## src/inc/sleep_pkg.sv

```systemverilog
// constants shared by the sleep-mode controller files
package sleep_pkg;
  // register port
  localparam int REG_ADDR_W = 2;
  localparam logic [REG_ADDR_W-1:0] OFS_CTRL = 2'h0;
  localparam logic [REG_ADDR_W-1:0] OFS_STATUS = 2'h1;
  localparam logic [7:0] CTRL_RESET = 8'h00;
  localparam logic [7:0] STATUS_RESET = 8'h00;
  localparam logic [7:0] UNMAPPED_READ = 8'h00;
  // control register fields
  localparam int BIT_SEL_HI = 7;
  localparam int BIT_ARM = 6;
  localparam int BIT_SEL_MID = 5;
  localparam int BIT_SEL_LO = 4;
  // status register fields
  localparam int BIT_ST_ASLEEP = 0;
  localparam int BIT_ST_UNDEF = 1;
  localparam int BIT_ST_MODE_LO = 2;
  // sleep mode codes
  localparam logic [2:0] MODE_IDLE = 3'h0;
  localparam logic [2:0] MODE_CONV_NR = 3'h1;
  localparam logic [2:0] MODE_PWR_DOWN = 3'h2;
  localparam logic [2:0] MODE_PWR_SAVE = 3'h3;
  localparam logic [2:0] MODE_RSVD_A = 3'h4;
  localparam logic [2:0] MODE_RSVD_B = 3'h5;
  localparam logic [2:0] MODE_STANDBY = 3'h6;
  localparam logic [2:0] MODE_EXT_STANDBY = 3'h7;
  // timing in clk cycles
  localparam int CNT_W = 16;
  localparam logic [CNT_W-1:0] HOLD_CYC = 16'h0004;
  localparam logic [CNT_W-1:0] STANDBY_WAKE_CYC = 16'h0006;
  localparam logic [CNT_W-1:0] MIN_STARTUP_CYC = 16'h0001;
  // wake source vector
  localparam int WAKE_W = 9;
  localparam int W_LVL0 = 0;
  localparam int W_LVL1 = 1;
  localparam int W_LINE2 = 2;
  localparam int W_TWI = 3;
  localparam int W_T2OVF = 4;
  localparam int W_T2CMP = 5;
  localparam int W_CONV = 6;
  localparam int W_SPM = 7;
  localparam int W_OTHER = 8;
endpackage

```

## src/inc/wake_if.sv

```systemverilog
// wake qualification signals between controller and qualifier
`timescale 1ns/1ns
interface wake_if;
  import sleep_pkg::*;
  logic [2:0] mode;
  logic [WAKE_W-1:0] src;
  logic t2Async;
  logic t2OvfIe;
  logic t2CmpIe;
  logic globalIe;
  logic wake;
  modport ctrl (output mode, output src, output t2Async, output t2OvfIe, output t2CmpIe,
                output globalIe, input wake);
  modport qual (input mode, input src, input t2Async, input t2OvfIe, input t2CmpIe,
                input globalIe, output wake);
endinterface

```

## src/hdl/sync2.sv

```systemverilog
// two-flop synchroniser for asynchronous pin levels
`timescale 1ns/1ns
module sync2 #(
  parameter int W = 1
) (
  // clock and reset
  input wire logic clk,
  input wire logic sys_rst,
  // data
  input wire logic [W-1:0] asyncIn,
  output logic [W-1:0] syncOut
);
  logic [W-1:0] meta_q;

  always_ff @(posedge clk) begin
    if (sys_rst) begin
      meta_q <= '0;
      syncOut <= '0;
    end else begin
      meta_q <= asyncIn;
      syncOut <= meta_q;
    end
  end
endmodule // sync2

```

## src/hdl/wake_qualifier.sv

```systemverilog
// per-mode wake source filter
`timescale 1ns/1ns
module wake_qualifier
  import sleep_pkg::*;
(
  wake_if.qual w
);
  logic t2Wake;
  logic asyncWake;

  // in power-save and ext standby, timer 2 only wakes when on its own clock and enabled
  assign t2Wake = w.t2Async && w.globalIe &&
                  ((w.src[W_T2OVF] && w.t2OvfIe) || (w.src[W_T2CMP] && w.t2CmpIe));
  assign asyncWake = w.src[W_TWI] || w.src[W_LVL0] || w.src[W_LVL1] || w.src[W_LINE2];

  always_comb begin
    case (w.mode)
      MODE_IDLE: w.wake = |w.src;
      MODE_CONV_NR: w.wake = asyncWake || w.src[W_CONV] || w.src[W_SPM] ||
                             w.src[W_T2OVF] || w.src[W_T2CMP];
      MODE_PWR_DOWN, MODE_STANDBY: w.wake = asyncWake;
      MODE_PWR_SAVE, MODE_EXT_STANDBY: w.wake = asyncWake || t2Wake;
      default: w.wake = 1'b0;
    endcase
  end
endmodule // wake_qualifier

```

## src/hdl/sleep_mode_controller.sv

```systemverilog
// sleep-mode controller: control register, clock gating and wake sequencing
`timescale 1ns/1ns

// How it works
// halt sleeps only with the arm bit set; mode comes from the select field
// select bits sit at 7,5,4 high to low; arm bit at 6
// codes: 0 idle,1 conv,2 pdown,3 psave,4-5 reserved,6 standby,7 ext standby
// standby modes only offered with a crystal or resonator clock
// interrupt wake: halt four cycles past start-up, then handler, then resume
// wake leaves register file and SRAM untouched
// reset while asleep wakes and restarts from the reset vector
// all eight control bits read/write, zero after reset
// software arms just before halt and disarms after wake
// idle stops only CPU and flash clocks
// idle wakes on any enabled interrupt
// idle or converter mode with converter enabled starts a conversion
// converter mode stops I/O, CPU and flash clocks
// converter mode wakes only on its listed sources
// power-down stops oscillator and all generated clocks
// power-down wakes only on resets, address match, line levels, line 2
// a level wake source must hold its level long enough
// power-down wake waits the fuse-defined start-up time
// power-save is power-down plus timer 2 on its async clock
// timer 2 wakes power-save only with its enable and global enable set
// software picks power-down when timer 2 is not asynchronous
// software may disable the comparator to save idle power
// standby modes keep the oscillator and wake in six cycles
// power-save wake without async timer flags async timer undefined
// halt with arm bit clear is a no-operation
module sleep_mode_controller
  import sleep_pkg::*;
(
  // clock and reset
  input wire logic clk,
  input wire logic sys_rst,
  // register port
  input wire logic [REG_ADDR_W-1:0] regAddr,
  input wire logic [7:0] regWrData,
  input wire logic regWr,
  input wire logic regRd,
  output logic [7:0] regRdData,
  // cpu core
  input wire logic haltInstr,
  output logic haltNop,
  output logic irqResume,
  output logic resetVector,
  output logic asleep,
  // clock domain enables
  output logic cpuClkEn,
  output logic flashClkEn,
  output logic ioClkEn,
  output logic convClkEn,
  output logic asyncClkEn,
  output logic mainOscEn,
  output logic asyncTimerUndef,
  // converter
  input wire logic convEnabled,
  output logic convStart,
  // configuration levels
  input wire logic extCrystalSel,
  input wire logic [CNT_W-1:0] startupCycles,
  input wire logic timer2AsyncSel,
  input wire logic timer2OvfIe,
  input wire logic timer2CmpIe,
  input wire logic globalIe,
  // wake sources from pins
  input wire logic extIrqLine0,
  input wire logic extIrqLine1,
  input wire logic extIrqLine2,
  // wake sources from on-chip logic
  input wire logic twiAddrMatch,
  input wire logic timer2Ovf,
  input wire logic timer2Cmp,
  input wire logic convDone,
  input wire logic spmReady,
  input wire logic otherIrq,
  input wire logic resetWake
);
  typedef enum logic [1:0] {
    ST_RUN,
    ST_SLEEP,
    ST_STARTUP,
    ST_HOLD
  } state_e;

  state_e state_q;
  logic [7:0] ctrl_q;
  logic [2:0] mode_q;
  logic [CNT_W-1:0] cnt_q;
  logic [2:0] pinSync;
  logic [2:0] selMode;
  logic modeOffered;
  logic enterSleep;
  logic ctrlHit;
  logic statusHit;
  logic [CNT_W-1:0] startupLen;
  logic [7:0] statusVal;
  wake_if wk ();

  // pin levels pass two flops before use
  sync2 #(
    .W(3)
  ) u_pin_sync (
    .clk(clk),
    .sys_rst(sys_rst),
    .asyncIn({extIrqLine2, extIrqLine1, extIrqLine0}),
    .syncOut(pinSync)
  );

  assign wk.mode = mode_q;
  assign wk.src[W_LVL0] = pinSync[0];
  assign wk.src[W_LVL1] = pinSync[1];
  assign wk.src[W_LINE2] = pinSync[2];
  assign wk.src[W_TWI] = twiAddrMatch;
  assign wk.src[W_T2OVF] = timer2Ovf;
  assign wk.src[W_T2CMP] = timer2Cmp;
  assign wk.src[W_CONV] = convDone;
  assign wk.src[W_SPM] = spmReady;
  assign wk.src[W_OTHER] = otherIrq;
  assign wk.t2Async = timer2AsyncSel;
  assign wk.t2OvfIe = timer2OvfIe;
  assign wk.t2CmpIe = timer2CmpIe;
  assign wk.globalIe = globalIe;

  wake_qualifier u_wake_qual (
    .w(wk.qual)
  );

  // field decode
  assign selMode = {ctrl_q[BIT_SEL_HI], ctrl_q[BIT_SEL_MID], ctrl_q[BIT_SEL_LO]};

  always_comb begin
    case (selMode)
      MODE_IDLE, MODE_CONV_NR, MODE_PWR_DOWN, MODE_PWR_SAVE: modeOffered = 1'b1;
      MODE_STANDBY, MODE_EXT_STANDBY: modeOffered = extCrystalSel;
      default: modeOffered = 1'b0;
    endcase
  end

  assign enterSleep = state_q == ST_RUN && haltInstr && ctrl_q[BIT_ARM] && modeOffered;

  // start-up delay per mode, never below one cycle
  always_comb begin
    case (mode_q)
      MODE_PWR_DOWN, MODE_PWR_SAVE:
        startupLen = (startupCycles < MIN_STARTUP_CYC) ? MIN_STARTUP_CYC : startupCycles;
      MODE_STANDBY, MODE_EXT_STANDBY: startupLen = STANDBY_WAKE_CYC;
      default: startupLen = MIN_STARTUP_CYC;
    endcase
  end

  // register decode
  assign ctrlHit = (regAddr == OFS_CTRL);
  assign statusHit = (regAddr == OFS_STATUS);

  always_comb begin
    statusVal = STATUS_RESET;
    statusVal[BIT_ST_ASLEEP] = asleep;
    statusVal[BIT_ST_UNDEF] = asyncTimerUndef;
    statusVal[BIT_ST_MODE_LO +: 3] = mode_q;
  end

  // control register: all bits read/write
  always_ff @(posedge clk) begin
    if (sys_rst) begin
      ctrl_q <= CTRL_RESET;
    end else if (regWr && ctrlHit) begin
      ctrl_q <= regWrData;
    end
  end

  always_ff @(posedge clk) begin
    if (sys_rst) begin
      regRdData <= UNMAPPED_READ;
    end else if (regRd) begin
      if (ctrlHit) begin
        regRdData <= ctrl_q;
      end else if (statusHit) begin
        regRdData <= statusVal;
      end else begin
        regRdData <= UNMAPPED_READ;
      end
    end else begin
      regRdData <= UNMAPPED_READ;
    end
  end

  // halt without arm, or with a mode not on offer, does nothing
  always_ff @(posedge clk) begin
    if (sys_rst) begin
      haltNop <= 1'b0;
    end else begin
      haltNop <= (state_q == ST_RUN) && haltInstr && !enterSleep;
    end
  end

  // sequencer; only control flow changes, no memory content is touched
  always_ff @(posedge clk) begin
    if (sys_rst) begin
      state_q <= ST_RUN;
      mode_q <= MODE_IDLE;
      cnt_q <= '0;
    end else begin
      case (state_q)
        ST_RUN: begin
          if (enterSleep) begin
            state_q <= ST_SLEEP;
            mode_q <= selMode;
          end
        end
        ST_SLEEP: begin
          if (resetWake) begin
            state_q <= ST_RUN;
          end else if (wk.wake) begin
            state_q <= ST_STARTUP;
            cnt_q <= startupLen;
          end
        end
        ST_STARTUP: begin
          if (resetWake) begin
            state_q <= ST_RUN;
          end else if (cnt_q <= MIN_STARTUP_CYC) begin
            state_q <= ST_HOLD;
            cnt_q <= HOLD_CYC;
          end else begin
            cnt_q <= cnt_q - MIN_STARTUP_CYC;
          end
        end
        ST_HOLD: begin
          if (resetWake) begin
            state_q <= ST_RUN;
          end else if (cnt_q <= MIN_STARTUP_CYC) begin
            state_q <= ST_RUN;
          end else begin
            cnt_q <= cnt_q - MIN_STARTUP_CYC;
          end
        end
        default: state_q <= ST_RUN;
      endcase
    end
  end

  // wake outcome pulses
  always_ff @(posedge clk) begin
    if (sys_rst) begin
      irqResume <= 1'b0;
      resetVector <= 1'b0;
    end else begin
      irqResume <= (state_q == ST_HOLD) && !resetWake && (cnt_q <= MIN_STARTUP_CYC);
      resetVector <= (state_q != ST_RUN) && resetWake;
    end
  end

  // clock domain gating
  always_ff @(posedge clk) begin
    if (sys_rst) begin
      cpuClkEn <= 1'b1;
      flashClkEn <= 1'b1;
      ioClkEn <= 1'b1;
      convClkEn <= 1'b1;
      asyncClkEn <= 1'b1;
      mainOscEn <= 1'b1;
      asleep <= 1'b0;
    end else if (enterSleep) begin
      asleep <= 1'b1;
      cpuClkEn <= 1'b0;
      flashClkEn <= 1'b0;
      case (selMode)
        MODE_IDLE: begin
          ioClkEn <= 1'b1;
          convClkEn <= 1'b1;
          asyncClkEn <= 1'b1;
          mainOscEn <= 1'b1;
        end
        MODE_CONV_NR: begin
          ioClkEn <= 1'b0;
          convClkEn <= 1'b1;
          asyncClkEn <= 1'b1;
          mainOscEn <= 1'b1;
        end
        MODE_PWR_SAVE, MODE_EXT_STANDBY: begin
          ioClkEn <= 1'b0;
          convClkEn <= 1'b0;
          asyncClkEn <= timer2AsyncSel;
          mainOscEn <= (selMode == MODE_EXT_STANDBY);
        end
        default: begin
          ioClkEn <= 1'b0;
          convClkEn <= 1'b0;
          asyncClkEn <= 1'b0;
          mainOscEn <= (selMode == MODE_STANDBY);
        end
      endcase
    end else if ((state_q == ST_SLEEP) && (wk.wake || resetWake)) begin
      mainOscEn <= 1'b1;
      if (resetWake) begin
        cpuClkEn <= 1'b1;
        flashClkEn <= 1'b1;
        ioClkEn <= 1'b1;
        convClkEn <= 1'b1;
        asyncClkEn <= 1'b1;
        asleep <= 1'b0;
      end
    end else if ((state_q == ST_STARTUP) && (resetWake || (cnt_q <= MIN_STARTUP_CYC))) begin
      flashClkEn <= 1'b1;
      ioClkEn <= 1'b1;
      convClkEn <= 1'b1;
      asyncClkEn <= 1'b1;
      cpuClkEn <= resetWake;
      asleep <= !resetWake;
    end else if ((state_q == ST_HOLD) && (resetWake || (cnt_q <= MIN_STARTUP_CYC))) begin
      cpuClkEn <= 1'b1;
      asleep <= 1'b0;
    end
  end

  // conversion start on entry to idle or converter mode
  always_ff @(posedge clk) begin
    if (sys_rst) begin
      convStart <= 1'b0;
    end else begin
      convStart <= enterSleep && convEnabled &&
                   ((selMode == MODE_IDLE) || (selMode == MODE_CONV_NR));
    end
  end

  // async timer contents lost after power-save without its own clock
  always_ff @(posedge clk) begin
    if (sys_rst) begin
      asyncTimerUndef <= 1'b0;
    end else if ((state_q == ST_SLEEP) && wk.wake && !resetWake &&
                 (mode_q == MODE_PWR_SAVE) && !timer2AsyncSel) begin
      asyncTimerUndef <= 1'b1;
    end else if (enterSleep) begin
      asyncTimerUndef <= 1'b0;
    end
  end
endmodule // sleep_mode_controller

```

## config.mk

```make
export PLATFORM = sky130hd
export DESIGN_NAME = sleep_mode_controller
export DESIGN_NICKNAME = d
export VERILOG_FILES = /design/src/inc/sleep_pkg.sv /design/src/inc/wake_if.sv /design/src/hdl/sync2.sv /design/src/hdl/wake_qualifier.sv /design/src/hdl/sleep_mode_controller.sv
export SDC_FILE = /design/constraint.sdc
export NUM_CORES = 1
export LEC_CHECK = 0
export ABC_CLOCK_PERIOD_IN_PS = 2300
export BUFFER_PORTS_ARGS = -buffer_cell sky130_fd_sc_hd__buf_2
export CORE_MARGIN = 5
export CORE_UTILIZATION = 48
export CTS_CLUSTER_SIZE = 24
export DETAILED_ROUTE_END_ITERATION = 16
export HOLD_SLACK_MARGIN = 0.12
export PLACE_DENSITY = 0.83
export SLEW_MARGIN = 30
export SYNTH_ARGS = -nofsm -noshare
export SYNTH_HDL_FRONTEND = slang
export SYNTH_SLANG_ARGS = --single-unit
```

## constraint.sdc

```tcl
create_clock -name clk -period 2.3 [get_ports clk]
set_input_delay 0.69 -clock clk [delete_from_list [all_inputs] [get_ports clk]]
set_output_delay 0.69 -clock clk [all_outputs]
set_load 0.01 [all_outputs]
```

==> results.sh, run 1 <==
export IMPL_cp_max_fo=10
export IMPL_fin_tns_setup_ps=0
export IMPL_endpoint_kind="register"
export IMPL_use_met2_pct=35.4
export IMPL_h_tree_depth=2
export IMPL_gp_congestion=0.866
export IMPL_cp_num_buf_inv=0
export IMPL_maxCapViolCount=0
export IMPL_ctsRootBufferMaster="clkbuf_8"
export IMPL_clk_latency_ps=320
export IMPL_ys_warn_count=0
export IMPL_core_area_um2=5820
export IMPL_setup_viol=0
export IMPL_drt_pass1_iter_count=5
export IMPL_num_io_pins=67
export IMPL_met3_usage_pct=3.23
export IMPL_tightest_slew_ps=555
export IMPL_grtUsageMet1_pct=29.6
export IMPL_rsz0062_at_grt="no"
export IMPL_skew_ps=7.43
export IMPL_drt_initial_drc_count=241
export IMPL_grt_usage_pct=22.0
export IMPL_rows=28
export IMPL_worstSetupPathType="reg2reg"
export IMPL_slew_violations=0
export IMPL_hpwl_mm=5.88
export IMPL_cp_slowest_cell="o31ai_4"
export IMPL_cts_tree="built"
export IMPL_wl_mm=8.01
export IMPL_drive_gt1_share_pct=29.0
export IMPL_r2r_end="cnt_q[1]"
export IMPL_grt_ovfl_total=0
export IMPL_p_leak_nw=1.42
export IMPL_multiInputGateArea_um2=1590
export IMPL_ant_nets=0
export IMPL_die_h_um=86.7
export IMPL_antenna_found_initial=0
export IMPL_busiest_layer="met2"
export IMPL_yosysUniqueCellTypes=57
export IMPL_relSlewSlack_pct=63.0
export IMPL_nets=444
export IMPL_die_x_um=86.7
export IMPL_cp_arrival_ps=2390
export IMPL_r2r_start="cnt_q[10]"
export IMPL_synth_nets=370
export IMPL_hold_start="u_pin_sync.meta_q[1]"
export IMPL_cts_buffers=5
export IMPL_yosysTopAreaCell="dfxtp_1"
export IMPL_clockBufferDepth=2
export IMPL_path_clk_slew_ps=100
export IMPL_netlist_area_um2=2820
export IMPL_start_util_pct=48.5
export IMPL_grt_pass1_vias=2785
export IMPL_critPathLaunchType="register"
export IMPL_ys_seq_area_share_pct=39.0
export IMPL_fin_crit_ps=2150
export IMPL_min_to="u_pin_sync.syncOut[1]"
export IMPL_synth_top_flop_cell="dfxtp_1"
export IMPL_p_per_area_nw_per_um2=545
export IMPL_routed_via_density=6.07
export IMPL_holdPathStages=1
export IMPL_synth_edf_count=0
export IMPL_postSynthAreaPerCell_um2=8.87
export IMPL_dp_slack_ps=26.8
export IMPL_grt_pass1_wl_mm=13.4
export IMPL_drc_errors=0
export IMPL_critPathRequiredTime_ps=2540
export IMPL_final_seq_area_um2=1100
export IMPL_synth_top_area_share_pct=39.0
export IMPL_critPathTopFamily="compound AO/OA/AOI/OAI gates"
export IMPL_fmax_ghz=0.465
export IMPL_async_flop_share_pct=0
export IMPL_portBuffers=66
export IMPL_finish_utilization_pct=59.0
export IMPL_num_fill_cells=524
export IMPL_syn_inst=318
export IMPL_areaGrowthSynthToFinish_pct=21.6
export IMPL_cts_sinks=55
export IMPL_max_stage_delay_ps=550
export IMPL_setup_slack_ps=147
export IMPL_ys_ff_latch=55
export IMPL_hold_violations=0
export IMPL_diodes=0
export IMPL_reg2reg_slack_ps=150
export IMPL_status="finished clean"
export IMPL_rr_worst_depth=5
export IMPL_instances_no_fill=468
export IMPL_synthTopCellsByArea="dfxtp_1, nor2_1, mux2i_1"
export IMPL_dp_cells=460
export IMPL_hold_class="reg2reg"
export IMPL_die_area_um2=7510
export IMPL_vias=2842
export IMPL_wire_per_inst_um=17.1
export IMPL_grt_max_degree=27
export IMPL_post_route_period_util_pct=93.6
export IMPL_ir_drop_mv=0.242
export IMPL_crit_chain="nor4_4 -> nand4b_1 -> o31ai_4 -> a21oi_2 -> a311oi_1"
-- routing by layer --
metal	vias up	share of wire, %
li1	1352	-
met1	1323	42
met2	148	47
met3	19	7.5
met4	0	2.7
met5	-	0
-- cells in the mapped netlist, types with 2 or more instances --
cell       n
or3_1      3
o32ai_1    9
nor2_1    30
mux2i_1   11
xnor2_1    3
ha_1       5
or4_1      2
inv_1      9
a21oi_2    2
nor4_1     7
nand2b_1   5
nor2b_1    7
nor2_2     2
a21oi_1   19
o31ai_1    8
nand4_1    6
nand2_1   24
o21a_1     2
nand3_1    7
nor3b_1    5
nor4_4     2
a221oi_1  11
buf_6      4
o21ai_0   10
a211oi_1   2
nor3_1    12
a32oi_1    4
dfxtp_1   55
a22oi_1   11
clkbuf_1  12
o211ai_1   3
-- cells in the final DEF (no fill, tap or decap), types with 8 or more instances in the layout --
cell type,count
a221oi_1,11
o21ai_0,10
buf_4,16
mux2i_1,11
a22oi_1,11
a21oi_1,19
buf_2,66
dfxtp_1,53
o31ai_1,8
o32ai_1,9
nor2_1,30
inv_1,9
nand2_1,24
nor3_1,12
-- final cells by class --
type                    instances  area share, %
clock inverters                 2          0.584
clock buffers                   6           2.41
flip-flops and latches         55           32.2
well taps                      75           2.74
inverters                       9          0.985
repair buffers                 85           14.9
multi-input cells             236           46.2
-- cells by family after synthesis --
family | count (synthesis) | share of synthesized area [%]
and+or+nand+nor | 124 | 23.9
muxes | 11 | 3.90
adders and majority gates | 5 | 2.22
xor gates and xnor gates | 4 | 1.24
AOI/OAI and AO/OA | 92 | 25.0
buffers and inverters | 27 | 4.79
DFF | 55 | 39.0
-- sequential cells by signal, summed over array words and instances (netlist names), 2 cells and up --
signal / count
u_pin_sync.syncOut: 3
regRdData: 8
cnt_q: 16
u_pin_sync.meta_q: 3
ctrl_q: 8
mode_q: 3
state_q: 2
-- through the flow --
step | hold slack (ps) | power, mW | area, um^2
after floorplan | 414 | 1.18 | 2820
after global placement | 424 | 1.28 | 3320
after detailed placement | 431 | 1.29 | 3320
after CTS | 456 | 1.88 | 3430
after global routing | 459 | 1.95 | 3430
final | 450 | 1.87 | 3430
-- report_power, final --
group	total, mW	switching (mW)	internal [mW]	leakage (nW)
Clock	0.595	0.341	0.254	0.0533
Combinational	0.285	0.159	0.126	0.921
Sequential	0.990	0.0169	0.973	0.447
-- worst max path at each step --
stage / start / to / slack [ps] / cells past startpoint
after floorplan: cnt_q[0] / cnt_q[3] / 150 / 9
after global placement: startupCycles[11] / cnt_q[12] / 80 / 7
after detailed placement: otherIrq / cnt_q[9] / 30 / 7
after CTS: cnt_q[0] / cnt_q[9] / 80 / 8
after global routing: cnt_q[10] / cnt_q[13] / 6 / 6
final: cnt_q[10] / cnt_q[1] / 150 / 5
-- what timing repair did --
item,4_1_cts,5_1_grt
hold buffers,0,0
endpoints found under the setup margin,0,10
setup buffers,0,0
resized for setup,0,2
No activity file was read; power rests on OpenSTA's default activity.
==> inputs of run 2 (changes only) <==
- ABC_AREA: unset -> 1
- CORE_UTILIZATION: 48 -> 49
- PLACE_DENSITY: 0.83 -> 0.84
- SETUP_SLACK_MARGIN: unset -> 0.5
==> results.sh, run 2 <==
export IMPL_status="finished clean"
export IMPL_netlist_area_um2=3040
export IMPL_clockBufferDepth=2
export IMPL_setup_viol=0
export IMPL_p_per_area_nw_per_um2=1330
export IMPL_grt_max_degree=20
export IMPL_yosysMostFrequentCell="nand2_1"
export IMPL_wl_mm=7.63
export IMPL_maxCapViolCount=0
export IMPL_cts_buffers=5
export IMPL_critPathLaunchType="register"
export IMPL_setup_slack_ps=624
export IMPL_postSynthAreaPerCell_um2=6.96
export IMPL_ir_drop_mv=0.612
export IMPL_critPathMostFrequentCell="nand3_1"
export IMPL_core_area_um2=5990
export IMPL_start_util_pct=50.8
export IMPL_synth_commonest_cells="nand2_1, nor2_1, dfxtp_1, nand3_1, inv_1"
export IMPL_num_io_pins=67
export IMPL_hold_ws_ps=416
export IMPL_cp_slowest_cell="dfxtp_2"
export IMPL_num_fill_cells=518
export IMPL_finish_utilization_pct=60.3
export IMPL_ys_seq_area_share_pct=36.2
export IMPL_grt_pass1_vias=2788
export IMPL_critPathRequiredTime_ps=2510
export IMPL_regMostFlops="cnt_q"
export IMPL_diodes=0
export IMPL_gp_congestion=0.884
export IMPL_max_stage_delay_ps=380
export IMPL_hold_start="u_pin_sync.meta_q[0]"
export IMPL_die_h_um=88.8
export IMPL_clk_latency_ps=310
export IMPL_hold_class="reg2reg"
export IMPL_vias=3042
export IMPL_cts_sinks=55
export IMPL_hold_violations=0
export IMPL_cp_arrival_ps=1890
export IMPL_dp_slack_ps=345
export IMPL_areaGrowthSynthToFinish_pct=18.6
export IMPL_portBuffers=66
export IMPL_wire_per_inst_um=13.1
export IMPL_rsz0062_at_grt="yes"
export IMPL_final_common_cell="nand2_1"
export IMPL_hpwl_mm=5.62
export IMPL_tightest_slew_ps=430
export IMPL_min_to="u_pin_sync.syncOut[0]"
export IMPL_yosysTopAreaCell="dfxtp_1"
export IMPL_syn_inst=437
export IMPL_largestRegisters="cnt_q: 16 flops, ctrl_q: 8 flops, regRdData: 8 flops"
export IMPL_r2r_end="convClkEn"
export IMPL_fmax_ghz=0.597
export IMPL_instances_no_fill=582
export IMPL_cts_tree="built"
export IMPL_ys_ff_latch=55
export IMPL_place_area_um2=3410
export IMPL_dp_cells=569
export IMPL_stdcell_area_um2=3610
export IMPL_synth_nets=489
export IMPL_ant_nets=0
export IMPL_rr_worst_depth=8
export IMPL_h_tree_depth=2
export IMPL_path_clk_slew_ps=100
export IMPL_fin_tns_setup_ps=0
export IMPL_skew_ps=5.27
export IMPL_relSlewSlack_pct=71.3
export IMPL_rows=28
export IMPL_mostFrequentLayoutCells="nand2_1, buf_2, nor2_1"
export IMPL_nets=558
export IMPL_cp_max_fo=8
export IMPL_fin_crit_ps=1680
export IMPL_ys_warn_count=0
export IMPL_drt_pass1_iter_count=4
export IMPL_holdPathStages=2
export IMPL_grt_pass1_wl_mm=12.1
export IMPL_r2r_start="ctrl_q[5]"
export IMPL_p_leak_nw=1.71
export IMPL_drc_errors=0
export IMPL_grt_ovfl_total=0
export IMPL_reg2reg_slack_ps=620
export IMPL_post_route_period_util_pct=72.9
export IMPL_yosysUniqueCellTypes=34
export IMPL_drive_gt1_share_pct=29.6
export IMPL_synth_edf_count=0
export IMPL_largest_reg_flops=16
export IMPL_die_x_um=88.8
export IMPL_synth_top_flop_cell="dfxtp_1"
export IMPL_endpoint_kind="register"
export IMPL_antenna_found_initial=0
export IMPL_routed_via_density=5.23
export IMPL_ctsRootBufferMaster="clkbuf_8"
export IMPL_worstSetupPathType="reg2reg"
export IMPL_synth_top_area_share_pct=36.2
export IMPL_synthTopCellsByArea="dfxtp_1, nand2_1, nor2_1"
export IMPL_async_flop_share_pct=0
export IMPL_die_area_um2=7890
export IMPL_grt_usage_pct=19.4
export IMPL_cts_hold_buf=0
export IMPL_drt_initial_drc_count=164
export IMPL_slew_violations=0
export IMPL_crit_chain="inv_1 -> ha_1 -> nor2_1 -> nand3_4 -> buf_4 -> or2_1 -> nand3_1 -> nand3_1"
export IMPL_power_total_mw=4.80
run 2: power by group:
part,switching (mW),total [mW],internal [mW]
Clock,0.319,0.593,0.274
Sequential,0.216,1.38,1.17
Combinational,1.79,2.82,1.04
Total,2.32,4.80,2.47
run 2: what timing repair did:
action	in CTS	in global routing
setup endpoints to repair	14	24
cloned	0	1
resized for setup	1	9
pin swaps	0	3
buffers inserted	1	3
endpoints found under the hold margin	0	0
run 2: critical path, delay by kind of cell, from the launching register on:
kind,cells,cell delay (ps)
AND/OR/NAND/NOR,5,720
adder cells (fa/ha/maj),1,200
buffers and inverters,2,280
flip-flops,1,380
run 2: final cells by class:
cell class,count,area (um^2),share of cell area [%]
multi-input combinational,333,1770,48.9
sequential,55,1100,30.6
timing repair buffer,73,395,11.0
inverter,38,148,4.09
clock buffer,7,96.3,2.67
tap,75,93.8,2.60
clock inverter,1,7.51,0.208
run 2: worst max-delay path by stage:
| stage | startpoint | to | slack (ps) | cells past startpoint |
|---|---|---|---|---|
| after floorplan | timer2AsyncSel | cnt_q[6] | 670 | 10 |
| after global placement | timer2AsyncSel | cnt_q[5] | 380 | 9 |
| after detailed placement | timer2Ovf | cnt_q[1] | 340 | 11 |
| after CTS | cnt_q[0] | cnt_q[1] | 500 | 11 |
| after global routing | mode_q[1] | cnt_q[1] | 490 | 10 |
| final | ctrl_q[5] | convClkEn | 620 | 8 |
run 2: logic make-up (layout without fill, tap and decap cells):
logic type	Yosys count	in the layout	synth area share (%)
DFF	55	55	36.2
buffers and inverters	50	119	7.24
xor gates and xnor gates	6	6	1.73
adders and majority gates	5	5	2.06
and+or+nand+nor	268	269	43.2
AOI/OAI and AO/OA	53	53	9.62
run 2: per-layer routing:
layer	global-route usage, %	vias to the layer above	routed length [um]
met4	5.49	0	96
met5	0	-	0
met1	23.3	1385	3270
met2	35.0	105	3690
met3	3.45	8	570
li1	-	1544	-
